### src/pcp_map.svh
// Register offsets, field positions, reset values and write masks of the pump and detector bank
`ifndef PCP_MAP_SVH
`define PCP_MAP_SVH

`define PCP_ADDR_W          13
`define PCP_NUM_REGS        4
`define PCP_IDX_W           2

// Register offsets
`define PCP_OFS_CURRENT     13'h000A
`define PCP_OFS_CONTROL     13'h000B
`define PCP_OFS_TESTDIV     13'h000C
`define PCP_OFS_BACKLASH    13'h000D

// Bank indices
`define PCP_IDX_CURRENT     2'h0
`define PCP_IDX_CONTROL     2'h1
`define PCP_IDX_TESTDIV     2'h2
`define PCP_IDX_BACKLASH    2'h3

// Reset values
`define PCP_RST_CURRENT     8'h80
`define PCP_RST_CONTROL     8'h30
`define PCP_RST_TESTDIV     8'h00
`define PCP_RST_BACKLASH    8'h00

// Writable bits; all other bits read zero
`define PCP_WM_CURRENT      8'hFF
`define PCP_WM_CONTROL      8'hFF
`define PCP_WM_TESTDIV      8'h07
`define PCP_WM_BACKLASH     8'hC1

// Control register fields
`define PCP_CTL_CUR_OVR     7
`define PCP_CTL_ABL_OVR     6
`define PCP_CTL_MODE_HI     5
`define PCP_CTL_MODE_LO     4
`define PCP_CTL_DISABLE     3
`define PCP_CTL_FB_EDGE     2
`define PCP_CTL_REF_EDGE    1
`define PCP_CTL_VCO_MID     0

// Test divider fields
`define PCP_TD_HI           2
`define PCP_TD_LO           0
`define PCP_TD_FB           0
`define PCP_TD_REF          1
`define PCP_TD_UP           2
`define PCP_TD_ALL          3'h7

// Test divider enable vector, bit order fb, ref, up, dn
`define PCP_DIV_W           4
`define PCP_DIV_FB          0
`define PCP_DIV_REF         1
`define PCP_DIV_UP          2
`define PCP_DIV_DN          3
`define PCP_DIV_NONE        4'h0
`define PCP_DIV_ALL_SET     4'hD

// Backlash register fields
`define PCP_ABL_HI          7
`define PCP_ABL_LO          6
`define PCP_LD_PD           0

`define PCP_BYTE_ZERO       8'h00

`endif

### src/pcp_pkg.sv
// Types shared by the pump and detector control bank
`default_nettype none
package pcp_pkg;

    // Charge pump mode, ordered to match the 2-bit field encoding
    typedef enum logic [1:0] {
        PCP_MODE_TRISTATE,
        PCP_MODE_PUMP_UP,
        PCP_MODE_PUMP_DOWN,
        PCP_MODE_NORMAL
    } pcp_pump_mode_t;

    // Antibacklash period, ordered to match the 2-bit field encoding
    typedef enum logic [1:0] {
        PCP_ABL_MINIMUM,
        PCP_ABL_LOW,
        PCP_ABL_HIGH,
        PCP_ABL_MAXIMUM
    } pcp_backlash_t;

endpackage : pcp_pkg
`default_nettype wire

### src/pcp_reg_pair.sv
// One buffered register: serial-port buffer byte plus the active byte loaded on update
`timescale 1ns/1ps
`default_nettype none
module pcp_reg_pair #(
    parameter logic [7:0] RST_VAL = 8'h00,
    parameter logic [7:0] WMASK   = 8'hFF
) (
    // Clock and reset
    input  wire logic       mclk,
    input  wire logic       rst_n,
    input  wire logic       ce,
    // Write and update
    input  wire logic       wr,
    input  wire logic [7:0] wdata,
    input  wire logic       update,
    // Contents
    output logic      [7:0] buf_q,
    output logic      [7:0] act_q
);

    logic [7:0] buf_ff;
    logic [7:0] act_ff;
    logic [7:0] nxt_buf;
    logic [7:0] nxt_act;

    // Unused bits are masked so they never store a one
    always_comb begin
        nxt_buf = buf_ff;
        nxt_act = act_ff;
        if (wr) begin
            nxt_buf = wdata & WMASK;
        end
        // Update copies the buffer as it stood before any same-cycle write
        if (update) begin
            nxt_act = buf_ff;
        end
    end

    // Register stage, frozen while the clock enable is low
    always_ff @(posedge mclk) begin
        if (!rst_n) begin
            buf_ff <= RST_VAL;
            act_ff <= RST_VAL;
        end else if (ce) begin
            buf_ff <= nxt_buf;
            act_ff <= nxt_act;
        end
    end

    assign buf_q = buf_ff;
    assign act_q = act_ff;

endmodule : pcp_reg_pair
`default_nettype wire

### src/pcp_regs.sv
// Charge pump and phase detector control register bank with buffered update
// What this block does
// - Hold 8-bit pump current code, default 0x80
// - Override bit picks code, else strap lookup
// - Antibacklash override picks field, else automatic
// - Mode field: tristate, up, down, normal
// - Disable bit forces tristate mode
// - Feedback active edge: 0 rising, 1 falling
// - Reference active edge: 0 rising, 1 falling
// - Force oscillator control voltage to midscale
// - Test field divides detector clocks by two
// - Antibacklash period minimum, low, high, maximum
// - Lock detector power-down bit
// - Buffered values apply only on update
`timescale 1ns/1ps
`default_nettype none
`include "pcp_map.svh"
module pcp_regs (
    // Clock, reset, enable
    input  wire logic                   mclk,
    input  wire logic                   rst_n,
    input  wire logic                   ce,
    // Register access from the serial port engine
    input  wire logic                   reg_wr,
    input  wire logic                   reg_rd,
    input  wire logic [`PCP_ADDR_W-1:0] reg_addr,
    input  wire logic [7:0]             reg_wdata,
    output logic      [7:0]             reg_rdata,
    output logic                        reg_rvalid,
    output logic                        reg_hit,
    // Serial port control
    input  wire logic                   io_update,
    input  wire logic                   readback_buffered,
    // Values from the pin-driven frequency logic
    input  wire logic [7:0]             pin_table_current,
    input  wire logic [1:0]             auto_backlash,
    // Analog controls
    output logic      [7:0]             cp_current,
    output logic      [1:0]             cp_mode,
    output logic                        fb_edge_falling,
    output logic                        ref_edge_falling,
    output logic                        vco_force_mid,
    output logic                        div_fb,
    output logic                        div_ref,
    output logic                        div_up,
    output logic                        div_dn,
    output logic      [1:0]             backlash_sel,
    output logic                        lock_det_pd
);

    // Reset values and write masks, indexed in bank order
    localparam logic [7:0] RST_TAB [`PCP_NUM_REGS] = '{
        `PCP_RST_CURRENT,
        `PCP_RST_CONTROL,
        `PCP_RST_TESTDIV,
        `PCP_RST_BACKLASH
    };
    localparam logic [7:0] WM_TAB  [`PCP_NUM_REGS] = '{
        `PCP_WM_CURRENT,
        `PCP_WM_CONTROL,
        `PCP_WM_TESTDIV,
        `PCP_WM_BACKLASH
    };

    // Buffer and active views of every register
    logic [7:0]            buf_q [`PCP_NUM_REGS];
    logic [7:0]            act_q [`PCP_NUM_REGS];
    logic                  addr_hit;
    logic [`PCP_IDX_W-1:0] addr_idx;
    logic [`PCP_ADDR_W-1:0] addr_ofs;

    // Address decode; the bank occupies four consecutive offsets
    // Offsets below the bank wrap in the subtraction, so the range test
    // is what keeps such addresses from aliasing onto a bank index
    always_comb begin
        addr_ofs = reg_addr - `PCP_OFS_CURRENT;
        addr_hit = (reg_addr >= `PCP_OFS_CURRENT) && (reg_addr <= `PCP_OFS_BACKLASH);
        addr_idx = addr_ofs[`PCP_IDX_W-1:0];
    end

    // One buffer/active pair per register
    genvar gi;
    generate
        for (gi = 0; gi < `PCP_NUM_REGS; gi = gi + 1) begin : g_reg
            pcp_reg_pair #(
                .RST_VAL (RST_TAB[gi]),
                .WMASK   (WM_TAB[gi])
            ) u_pair (
                .mclk   (mclk),
                .rst_n  (rst_n),
                .ce     (ce),
                .wr     (reg_wr && addr_hit && (addr_idx == `PCP_IDX_W'(gi))),
                .wdata  (reg_wdata),
                .update (io_update),
                .buf_q  (buf_q[gi]),
                .act_q  (act_q[gi])
            );
        end
    endgenerate

    // Read path state
    logic [7:0] rdata_ff;
    logic       rvalid_ff;
    logic       hit_ff;
    logic [7:0] nxt_rdata;
    logic       nxt_rvalid;
    logic       nxt_hit;

    // Readback picks buffer or active copy; unmapped offsets answer zero
    // A same-cycle write is not seen: the read returns the byte before the edge
    always_comb begin
        nxt_rdata  = `PCP_BYTE_ZERO;
        nxt_rvalid = reg_rd;
        nxt_hit    = reg_rd && addr_hit;
        if (reg_rd && addr_hit) begin
            nxt_rdata = readback_buffered ? buf_q[addr_idx] : act_q[addr_idx];
        end
    end

    always_ff @(posedge mclk) begin
        if (!rst_n) begin
            rdata_ff  <= `PCP_BYTE_ZERO;
            rvalid_ff <= 1'b0;
            hit_ff    <= 1'b0;
        end else if (ce) begin
            rdata_ff  <= nxt_rdata;
            rvalid_ff <= nxt_rvalid;
            hit_ff    <= nxt_hit;
        end
    end

    assign reg_rdata  = rdata_ff;
    assign reg_rvalid = rvalid_ff;
    assign reg_hit    = hit_ff;

    // Control output state
    logic [7:0] cur_ff;
    logic [1:0] mode_ff;
    logic       fb_edge_ff;
    logic       ref_edge_ff;
    logic       vco_mid_ff;
    logic [`PCP_DIV_W-1:0] div_ff;
    logic [1:0] abl_ff;
    logic       ld_pd_ff;
    logic [7:0] nxt_cur;
    logic [1:0] nxt_mode;
    logic       nxt_fb_edge;
    logic       nxt_ref_edge;
    logic       nxt_vco_mid;
    logic [`PCP_DIV_W-1:0] nxt_div;
    logic [1:0] nxt_abl;
    logic       nxt_ld_pd;
    logic [7:0] ctl;
    logic [2:0] td;

    // Derive the analog controls from the active copies and the pin-side values, never the buffers
    always_comb begin
        ctl = act_q[`PCP_IDX_CONTROL];
        td  = act_q[`PCP_IDX_TESTDIV][`PCP_TD_HI:`PCP_TD_LO];
        nxt_cur = ctl[`PCP_CTL_CUR_OVR] ? act_q[`PCP_IDX_CURRENT]
                                        : pin_table_current;
        nxt_mode = ctl[`PCP_CTL_MODE_HI:`PCP_CTL_MODE_LO];
        if (ctl[`PCP_CTL_DISABLE]) begin
            nxt_mode = pcp_pkg::PCP_MODE_TRISTATE;
        end
        nxt_fb_edge  = ctl[`PCP_CTL_FB_EDGE];
        nxt_ref_edge = ctl[`PCP_CTL_REF_EDGE];
        nxt_vco_mid  = ctl[`PCP_CTL_VCO_MID];
        // Code 111 is irregular: it adds pump-down and drops reference
        if (td == `PCP_TD_ALL) begin
            nxt_div = `PCP_DIV_ALL_SET;
        end else begin
            nxt_div = `PCP_DIV_NONE;
            nxt_div[`PCP_DIV_FB]  = td[`PCP_TD_FB];
            nxt_div[`PCP_DIV_REF] = td[`PCP_TD_REF];
            nxt_div[`PCP_DIV_UP]  = td[`PCP_TD_UP];
        end
        nxt_abl = ctl[`PCP_CTL_ABL_OVR]
                ? act_q[`PCP_IDX_BACKLASH][`PCP_ABL_HI:`PCP_ABL_LO]
                : auto_backlash;
        nxt_ld_pd = act_q[`PCP_IDX_BACKLASH][`PCP_LD_PD];
    end

    // Output registers; strap lookup values follow in one cycle
    always_ff @(posedge mclk) begin
        if (!rst_n) begin
            // Defaults show until the first edge after release reloads them
            cur_ff      <= `PCP_RST_CURRENT;
            mode_ff     <= pcp_pkg::PCP_MODE_NORMAL;
            fb_edge_ff  <= 1'b0;
            ref_edge_ff <= 1'b0;
            vco_mid_ff  <= 1'b0;
            div_ff      <= `PCP_DIV_NONE;
            abl_ff      <= pcp_pkg::PCP_ABL_MINIMUM;
            ld_pd_ff    <= 1'b0;
        end else if (ce) begin
            cur_ff      <= nxt_cur;
            mode_ff     <= nxt_mode;
            fb_edge_ff  <= nxt_fb_edge;
            ref_edge_ff <= nxt_ref_edge;
            vco_mid_ff  <= nxt_vco_mid;
            div_ff      <= nxt_div;
            abl_ff      <= nxt_abl;
            ld_pd_ff    <= nxt_ld_pd;
        end
    end

    // Pump current and mode
    assign cp_current       = cur_ff;
    assign cp_mode          = mode_ff;

    // Detector edges and oscillator midscale
    assign fb_edge_falling  = fb_edge_ff;
    assign ref_edge_falling = ref_edge_ff;
    assign vco_force_mid    = vco_mid_ff;

    // Test dividers, one enable per detector clock
    assign div_fb           = div_ff[`PCP_DIV_FB];
    assign div_ref          = div_ff[`PCP_DIV_REF];
    assign div_up           = div_ff[`PCP_DIV_UP];
    assign div_dn           = div_ff[`PCP_DIV_DN];

    // Backlash period and lock detector
    assign backlash_sel     = abl_ff;
    assign lock_det_pd      = ld_pd_ff;

endmodule : pcp_regs
`default_nettype wire

### config.mk
export PLATFORM = sky130hd
export DESIGN_NAME = pcp_regs
export DESIGN_NICKNAME = d
export VERILOG_FILES = /design/src/pcp_pkg.sv /design/src/pcp_reg_pair.sv /design/src/pcp_regs.sv
export VERILOG_INCLUDE_DIRS = /design/src
export SDC_FILE = /design/constraint.sdc
export NUM_CORES = 1
export LEC_CHECK = 0
export ABC_AREA = 0
export BUFFER_PORTS_ARGS = -buffer_cell sky130_fd_sc_hd__buf_2
export CORE_MARGIN = 3
export CORE_UTILIZATION = 50
export CTS_CLUSTER_SIZE = 12
export DETAILED_ROUTE_END_ITERATION = 8
export GPL_TIMING_DRIVEN = 0
export PLACE_DENSITY = 0.8
export SLEW_MARGIN = 10
export SYNTH_ARGS = -nofsm -noshare
export SYNTH_HDL_FRONTEND = slang
export SYNTH_SLANG_ARGS = --single-unit
### constraint.sdc
create_clock -name mclk -period 4.2 [get_ports mclk]
set_clock_uncertainty 0.05 [all_clocks]
set_input_delay 0.42 -clock mclk [delete_from_list [all_inputs] [get_ports mclk]]
set_output_delay 0.42 -clock mclk [all_outputs]
set_load 0.01 [all_outputs]
==> impl_metrics.toml, run 1 <==
[finish]
n_antenna_cell = 0
fin_area_sq_um = 3870
drive_above_1_share = 0.229
fin_util = 0.639
nets = 469
nFillCells = 534
syn2layout_area_growth_pct = 20.8

[floorplan]
io_pins = 68
dieArea_sq_um = 7410
die_x_um = 86.1
core_area_sq_um = 6060
die_h_um = 86.1
num_rows = 28
start_util = 0.529

[route]
wl_per_cell_um = 16.5
routed_wl_mm = 8.44
first_pass_iters = 5
first_iter_violations = 303
drtAntennaViolNets = 0
vias = 2889
drc = 0
vias_per_cell = 5.65

[yosys]
synth.most_common_cell = "nand2_1"
syn_inst = 356
synth.area.top_cells = "dfxtp_1, mux2i_1, nand2_1"
synth_top_cell_area_share = 0.462
ys_seq_elements = 74
yosysWarningCount = 0
synth_nets = 394
synth_edf_count = 0
synth.cell_area_sq_um = 3210
synth_ff_type = "dfxtp_1"
avgSynthCellArea_sq_um = 9.00
async_flop_share = 0
synth_area_leader_cell = "dfxtp_1"
yosys-top-cells-count = "nand2_1, dfxtp_1, mux2i_1"
synth_cell_types = 40
ys_seq_area_frac = 0.462

[power]
clkPwrFrac = 0.451
power.leakage_nw = 1.50
seqPwrFrac = 0.470
p_sw_uw = 341
peakVddDrop_mv = 0.200
powerDensity_nw_per_um2 = 393
p_int_mw = 1.18
swShare = 0.224
power_frac_comb = 0.079

[place]
port_buffers = 64
gp_congestion = 0.927
placed_cell_area_sq_um = 3620
detailed_place_hpwl_mm = 6.30

[sta]
final.setup.tns_ns = 0
drv_slew = 0
fin_crit_sh = 0.421
period_needed_ns = 1.77
hold_viol_final = 0
rsz0062_at_grt = "false"
slew_headroom = 0.493
setup_viol = 0
max_freq_mhz = 566
tightest_slew_ns = 0.761

[setup_path]
endpoint_kind = "register"
crit_path_max_incr_delay_ns = 0.57
cp_max_fo = 10
required_ns = 4.43
r2r_slack_ns = 2.43
worstPathArrival_ns = 2.00
startpoint_type = "register"
crit_chain = "clkbuf_1 > mux2_2 > a221oi_1 > a31o_2 > o21ai_0"
criticalPathCategory = "reg -> reg"
cp_slowest_cell = "clkbuf_1"

[clocking]
cts_resized = 0
cts_tree = "done"
hold_buffers = 0
clk_pin_slew_ns = 0.08
numCtsBuffers = 9
cts_sinks = 74
cts_htree_levels = 3
cts_root_buffer = "clkbuf_8"
clkLatencyLatePin_ns = 0.35
post_cts_buffers = 0
clock_path_buffers = 2

[global_routing]
grt_overflow_total = 0
grt_max_degree = 13
grt_pass1_vias = 2769
grt_first_pass_wirelength_mm = 13.9
grt_use_total = 0.239
antenna_found_initial = 0

[min_path]
hp-class = "in -> reg"

[job]
cap_violations = 0

[run_status]
status = "completed"
[worst max-delay path, delay by kind of cell (launching register included)]
family,cells,cell delay [ns]
AO/OA/AOI/OAI,3,0.47
buffers and inverters,1,0.57
flip-flops,1,0.31
multiplexers,1,0.28
[cell type report]
class | instances | area (sq um) | share of cell area
multi-input cells | 252 | 1600 | 0.414
flip-flops and latches | 74 | 1480 | 0.383
repair buffers | 64 | 320 | 0.0827
clock buffers | 11 | 151 | 0.0391
plain buffers | 27 | 109 | 0.0281
clock inverters | 5 | 100 | 0.0259
well taps | 75 | 93.8 | 0.0242
inverters | 3 | 11.3 | 0.00291
[routing by layer]
metal  up-vias  global-route usage  wire length (um)
met5         -                   0                 0
met4         0              0.0906               167
met3        19              0.0480               610
met1      1336               0.316              3750
met2       133               0.385              3910
li1       1401                   -                 -
[power by group through the flow]
stage	Sequential, mW	Combinational [mW]	Clock (mW)
global route	0.716	0.132	0.722
floorplan	0.735	0.0671	0
detailed placement	0.731	0.118	0
CTS	0.715	0.119	0.685
global placement	0.731	0.115	0
finish	0.715	0.120	0.685
[cell families (layout without fill, tap and decap cells)]
group	count (synthesis)	in the layout	synth area share
compound gates	68	68	0.132
buf+inv	30	110	0.0375
simple gates	138	138	0.205
xor+xnor	1	1	0.00273
mux	45	45	0.161
flops	74	74	0.462
[final timing paths]
check | endpoint | startpoint | depth (start not counted)
max | reg_rdata[7]$_SDFFE_PN0P_ | g_reg[1].u_pair.act_q[7]$_SDFFE_PN0P_ | 5
min reg2reg | reg_rdata[5]$_SDFFE_PN0P_ | reg_rdata[5]$_SDFFE_PN0P_ | 2
max reg2reg | reg_rdata[7]$_SDFFE_PN0P_ | g_reg[1].u_pair.act_q[7]$_SDFFE_PN0P_ | 5
min | g_reg[0].u_pair.buf_q[5]$_SDFFE_PN0P_ | reg_wdata[5] | 3
[sequential cells by signal, indices dropped and copies added, names as in the netlist, 2 cells and up]
signal	flops
backlash_sel	2
div_ff	4
cp_mode	2
cp_current	8
g.u_pair.act_q	22
reg_rdata	8
g.u_pair.buf_q	22
[layout by cell type (no fill, tap or decap), types with 2 or more instances in the layout]
| cell type | synthesis | routed |
|---|---|---|
| mux2i_1 | 38 | 38 |
| a31oi_1 | 2 | 2 |
| dfxtp_1 | 74 | 74 |
| a211oi_1 | 9 | 9 |
| nor2_1 | 18 | 18 |
| a21oi_1 | 22 | 22 |
| buf_1 | 3 | 3 |
| o31ai_1 | 3 | 3 |
| nand4_1 | 5 | 5 |
| nand2_1 | 89 | 89 |
| nor2_4 | 2 | 2 |
| nand3_1 | 8 | 8 |
| o21ai_0 | 16 | 16 |
| bufinv_16 | 0 | 3 |
| clkbuf_1 | 20 | 20 |
| mux2_2 | 2 | 2 |
| and2_1 | 3 | 3 |
| inv_1 | 3 | 3 |
| clkinv_2 | 0 | 2 |
| buf_2 | 3 | 67 |
| nand2b_1 | 4 | 4 |
| mux4_2 | 5 | 5 |
| clkbuf_8 | 0 | 11 |
| o41ai_1 | 3 | 3 |
| o311ai_1 | 3 | 3 |
| o211ai_1 | 4 | 4 |
[stage by stage]
step | hold slack (ns) | power, mW | worst slack (ns) | cells
3_3_place_gp | 0.388 | 0.846 | 2.24 | 495
5_1_grt | 0.289 | 1.57 | 2.26 | 511
2_1_floorplan | 0.391 | 0.802 | 2.52 | 356
3_5_place_dp | 0.391 | 0.850 | 2.18 | 495
6_report | 0.279 | 1.52 | 2.43 | 511
4_1_cts | 0.282 | 1.52 | 2.47 | 511
Note: power is estimated with default switching activity, not from simulation.
==> run 2: changes to the inputs <==
--- a/config.mk
+++ b/config.mk
@@ -6,14 +6,14 @@
 export SDC_FILE = /design/constraint.sdc
 export NUM_CORES = 1
 export LEC_CHECK = 0
-export ABC_AREA = 0
+export ABC_AREA = 1
 export BUFFER_PORTS_ARGS = -buffer_cell sky130_fd_sc_hd__buf_2
 export CORE_MARGIN = 3
-export CORE_UTILIZATION = 50
+export CORE_UTILIZATION = 49
 export CTS_CLUSTER_SIZE = 12
 export DETAILED_ROUTE_END_ITERATION = 8
 export GPL_TIMING_DRIVEN = 0
-export PLACE_DENSITY = 0.8
+export PLACE_DENSITY = 0.81
 export SLEW_MARGIN = 10
 export SYNTH_ARGS = -nofsm -noshare
 export SYNTH_HDL_FRONTEND = slang
==> constraint.sdc (replaced) <==
create_clock -name mclk -period 1.6 [get_ports mclk]
set_clock_uncertainty 0.05 [all_clocks]
set_input_delay 0.16 -clock mclk [delete_from_list [all_inputs] [get_ports mclk]]
set_output_delay 0.16 -clock mclk [all_outputs]
set_load 0.01 [all_outputs]
==> run 2 against run 1 <==
Effect of this change:
- synthesized area increased by 4.5%
- synthesized cell count increased by 36%
- sequential share of layout area decreased by 1.2 points
- final cell count increased by 26%
- flip-flop and latch count unchanged
==> impl_metrics.toml, run 2 <==
[run_status]
status = "completed"

[job]
cap_violations = 0

[route]
routed_wl_mm = 9.24
vias_per_cell = 5.20
wl_per_cell_um = 14.4
first_iter_violations = 345
drtAntennaViolNets = 0
vias = 3339
drc = 0
first_pass_iters = 5

[yosys]
avgSynthCellArea_sq_um = 6.92
synth_ff_type = "dfxtp_1"
ys_seq_elements = 74
synth_area_leader_cell = "dfxtp_1"
syn_inst = 484
async_flop_share = 0
synth.cell_area_sq_um = 3350
synth.most_common_cell = "nand2_1"
yosysWarningCount = 0
synth_cell_types = 25
synth_nets = 522
ys_seq_area_frac = 0.442
yosys-top-cells-count = "nand2_1, dfxtp_1, nor2_1"
synth_top_cell_area_share = 0.442
synth.area.top_cells = "dfxtp_1, nand2_1, a21oi_1"
synth_edf_count = 0

[clocking]
cts_sinks = 74
clkLatencyLatePin_ns = 0.34
cts_htree_levels = 3
cts_resized = 0
cts_tree = "done"
clock_path_buffers = 2
post_cts_buffers = 0
hold_buffers = 0
clk_pin_slew_ns = 0.08
cts_root_buffer = "clkbuf_8"
numCtsBuffers = 9

[floorplan]
dieArea_sq_um = 7860
num_rows = 29
start_util = 0.516
die_h_um = 88.7
io_pins = 68
core_area_sq_um = 6490
die_x_um = 88.7

[global_routing]
antenna_found_initial = 0
grt_use_total = 0.247
grt_max_degree = 13
grt_pass1_vias = 3158
grt_overflow_total = 0
grt_first_pass_wirelength_mm = 14.9

[finish]
drive_above_1_share = 0.188
syn2layout_area_growth_pct = 19.4
nets = 598
final_cell_mix = "nand2_1, dfxtp_1, buf_2"
n_antenna_cell = 0
fin_util = 0.616
layout_commonest_cell = "nand2_1"
fin_area_sq_um = 4000

[sta]
rsz0062_at_grt = "false"
setup_viol = 0
period_needed_ns = 1.43
hold_viol_final = 0
tightest_slew_ns = 0.610
drv_slew = 0
whs_ns = 0.0114
slew_headroom = 0.593
max_freq_mhz = 698
final.setup.tns_ns = 0
fin_crit_sh = 0.896

[power]
power_mw = 4.04
power.leakage_nw = 2.01
powerDensity_nw_per_um2 = 1010
peakVddDrop_mv = 0.374

[place]
placed_cell_area_sq_um = 3770
gp_congestion = 0.952
detailed_place_hpwl_mm = 6.80
port_buffers = 65

[setup_path]
startpoint_type = "register"
r2r_start = "g_reg[1].u_pair.act_q[7]$_SDFFE_PN0P_"
startpoint = "g_reg[1].u_pair.act_q[7]$_SDFFE_PN0P_"
required_ns = 1.84
cp_max_fo = 10
criticalPathCategory = "reg -> reg"
endpoint_kind = "register"
worstPathArrival_ns = 1.67

[min_path]
hp-class = "in -> reg"
min_from = "reg_wdata[5]"
## run 2: cell count changes after synthesis, moves of 4 or more
cell      change
inv_1        +51
nand2_1      +49
mux2i_1      -38
nor2_1       +37
o21ai_0      +26
a21oi_1      +20
nand3_1      +11
a211oi_1      -8
o211ai_1      +7
clkbuf_1      -5
mux4_2        -5
buf_6         +4
nand2b_1      -4
## run 2: stage by stage
| step | cells | setup WS (ns) |
|---|---|---|
| after global routing | 642 | 0.0551 |
| after floorplan | 484 | 0.435 |
| after detailed placement | 626 | 0.165 |
| after global placement | 626 | 0.179 |
| final | 642 | 0.167 |
| after CTS | 642 | 0.172 |
## run 2: cells by family after synthesis
family,after synthesis,share of synthesized area
and+or+nand+nor,227,0.287
buffers and inverters,82,0.103
DFF,74,0.442
AOI/OAI and AO/OA,101,0.167
## run 2: layout make-up
class	count	area, sq um
clock buffer	12	155
inverter	58	220
timing repair buffer	65	325
buffer	24	125
tap	77	96.3
fill	562	2490
sequential	74	1480
clock inverter	4	73.8
multi-input combinational	328	1520
## run 2: critical path, stage by stage (launching register included)
cell and delay, ns:
dfxtp_1 0.32, inv_1 0.19, clkbuf_1 0.40, a21oi_1 0.11
o21ai_0 0.11, o211ai_1 0.12, inv_1 0.08
## run 2: report_power, final
group | internal [mW] | switching (mW)
Sequential | 1.91 | 0.0373
Combinational | 0.153 | 0.287
Clock | 0.965 | 0.690
## run 2: worst paths after layout
| check | slack, ns | endpoint | depth (start not counted) |
|---|---|---|---|
| setup / recovery | 0.17 | cp_current[6]$_SDFFE_PN0P_ | 6 |
| hold / removal | 0.01 | g_reg[0].u_pair.buf_q[5]$_SDFFE_PN0P_ | 3 |
| setup reg to reg | 0.17 | cp_current[6]$_SDFFE_PN0P_ | 6 |
| hold reg to reg | 0.42 | div_ff[2]$_SDFFE_PN0P_ | 2 |
## run 2: layer usage
layer	up-vias	GRT usage	part of all wire
met5	-	0	0
met1	1468	0.320	0.44
li1	1684	-	-
met3	20	0.0475	0.081
met4	0	0.121	0.023
met2	167	0.392	0.46
==> run 3: changes to the inputs <==
--- a/config.mk
+++ b/config.mk
@@ -9,11 +9,11 @@
 export ABC_AREA = 1
 export BUFFER_PORTS_ARGS = -buffer_cell sky130_fd_sc_hd__buf_2
 export CORE_MARGIN = 3
-export CORE_UTILIZATION = 49
+export CORE_UTILIZATION = 50
 export CTS_CLUSTER_SIZE = 12
 export DETAILED_ROUTE_END_ITERATION = 8
 export GPL_TIMING_DRIVEN = 0
-export PLACE_DENSITY = 0.81
+export PLACE_DENSITY = 0.8
 export SLEW_MARGIN = 10
 export SYNTH_ARGS = -nofsm -noshare
 export SYNTH_HDL_FRONTEND = slang
==> constraint.sdc (replaced) <==
create_clock -name mclk -period 1.7 [get_ports mclk]
set_clock_uncertainty 0.05 [all_clocks]
set_input_delay 0.17 -clock mclk [delete_from_list [all_inputs] [get_ports mclk]]
set_output_delay 0.17 -clock mclk [all_outputs]
set_load 0.01 [all_outputs]
==> run 3 against run 2 <==
Effect of this change:
- sequential power fell by 6%
- sequential share of layout area rose by 0.30 points
- critical path depth fell by 1
- first-iteration DRC count fell by 30%
- count of clock-buffer cells in the layout did not move
- critical path type unchanged
==> impl_metrics.toml, run 3 (synthesis gave the netlist of run 2 again) <==
[run_status]
status = "completed"

[place]
place_ws_ns = 0.240
detailed_place_hpwl_mm = 6.72
placed_cell_area_sq_um = 3770
port_buffers = 65
dp_cells = 626
gp_congestion = 0.955

[clocking]
numCtsBuffers = 9
hold_buffers = 0
cts_sinks = 74
clk_pin_slew_ns = 0.08
cts_tree = "done"
clkLatencyLatePin_ns = 0.34
cts_htree_levels = 3
cts_resized = 0
clock_path_buffers = 2
post_cts_buffers = 0
cts_root_buffer = "clkbuf_8"

[job]
cap_violations = 0

[setup_path]
endpoint_kind = "register"
crit_buf_inv = 3
worstPathArrival_ns = 1.59
cp_common_cell = "inv_1"
path_delay_family = "buffers and inverters"
crit_path_max_incr_delay_ns = 0.39
criticalPathCategory = "reg -> reg"
crit_chain = "inv_1 > clkbuf_1 > o21ai_0 > o211ai_1 > inv_1"
cp_max_fo = 10
required_ns = 1.89
cp_slowest_cell = "clkbuf_1"
startpoint_type = "register"

[route]
drtAntennaViolNets = 0
vias_per_cell = 5.23
vias = 3358
first_pass_iters = 6
drc = 0
first_iter_violations = 241
wl_per_cell_um = 13.9
routed_wl_mm = 8.95

[sta]
hold_viol_final = 0
setup_viol = 0
rsz0062_at_grt = "false"
final.setup.tns_ns = 0
tightest_slew_ns = 0.601
slew_headroom = 0.599
max_freq_mhz = 715
period_needed_ns = 1.40
fin_crit_sh = 0.823
layout_setup_ws_ns = 0.301
whs_ns = 0.0111
drv_slew = 0

[global_routing]
grt_use_total = 0.243
grt_pass1_vias = 3151
grt_max_degree = 13
antenna_found_initial = 0
grt_first_pass_wirelength_mm = 14.6
grt_overflow_total = 0

[power]
peakVddDrop_mv = 0.424
power.leakage_nw = 1.99
power_mw = 3.61
powerDensity_nw_per_um2 = 911

[min_path]
hp-class = "in -> reg"

[floorplan]
io_pins = 68
start_util = 0.522
dieArea_sq_um = 7720
core_area_sq_um = 6420
num_rows = 29
die_x_um = 87.8
die_h_um = 87.8

[finish]
nets = 598
nFillCells = 613
drive_above_1_share = 0.186
syn2layout_area_growth_pct = 18.5
n_antenna_cell = 0
stdcell_count = 642
fin_util = 0.618
layout_commonest_cell = "nand2_1"
final_cell_mix = "nand2_1, dfxtp_1, buf_2"
fin_area_sq_um = 3970
-- run 3: cell count changes in the layout (fill, tap and decap cells not counted), sizes merged --
cell	change
bufinv	-1
clkinvlp	+1
-- run 3: path summary, 6_finish.rpt --
path                                    startpoint                                    end  slack, ns  depth (start not counted)
max          g_reg[1].u_pair.act_q[7]$_SDFFE_PN0P_             cp_current[1]$_SDFFE_PN0P_       0.30                          5
min                                   reg_wdata[3]  g_reg[0].u_pair.buf_q[3]$_SDFFE_PN0P_       0.01                          3
max reg2reg  g_reg[1].u_pair.act_q[7]$_SDFFE_PN0P_             cp_current[1]$_SDFFE_PN0P_       0.30                          5
min reg2reg                 div_ff[2]$_SDFFE_PN0P_                 div_ff[2]$_SDFFE_PN0P_       0.42                          2
-- run 3: cell type report --
class	instances	area [sq um]	share of cell area
inverters	58	220	0.0555
clock buffers	12	145	0.0366
flip-flops and latches	74	1480	0.373
well taps	77	96.3	0.0243
multi-input cells	328	1520	0.384
repair buffers	65	325	0.0820
plain buffers	24	125	0.0315
clock inverters	4	51.3	0.0129
-- run 3: report_power, final --
| part | switching, mW | leakage [nW] | total (mW) | internal [mW] |
|---|---|---|---|---|
| sequential | 0.0331 | 0.604 | 1.83 | 1.80 |
| combinational | 0.265 | 1.29 | 0.409 | 0.144 |
| clock | 0.656 | 0.0966 | 1.38 | 0.720 |
-- run 3: metal layers --
| metal | wire length [um] | vias up | part of all wire | track usage |
|---|---|---|---|---|
| met2 | 3940 | 140 | 0.44 | 0.397 |
| li1 | - | 1689 | - | - |
| met5 | 0 | - | 0 | 0 |
| met1 | 4130 | 1505 | 0.46 | 0.314 |
| met3 | 661 | 24 | 0.074 | 0.0433 |
| met4 | 212 | 0 | 0.024 | 0.106 |
-- run 3: worst min-delay path: stages --
cell and delay [ns]:
buf_2 0.09, nor2_1 0.04, nor2_1 0.08
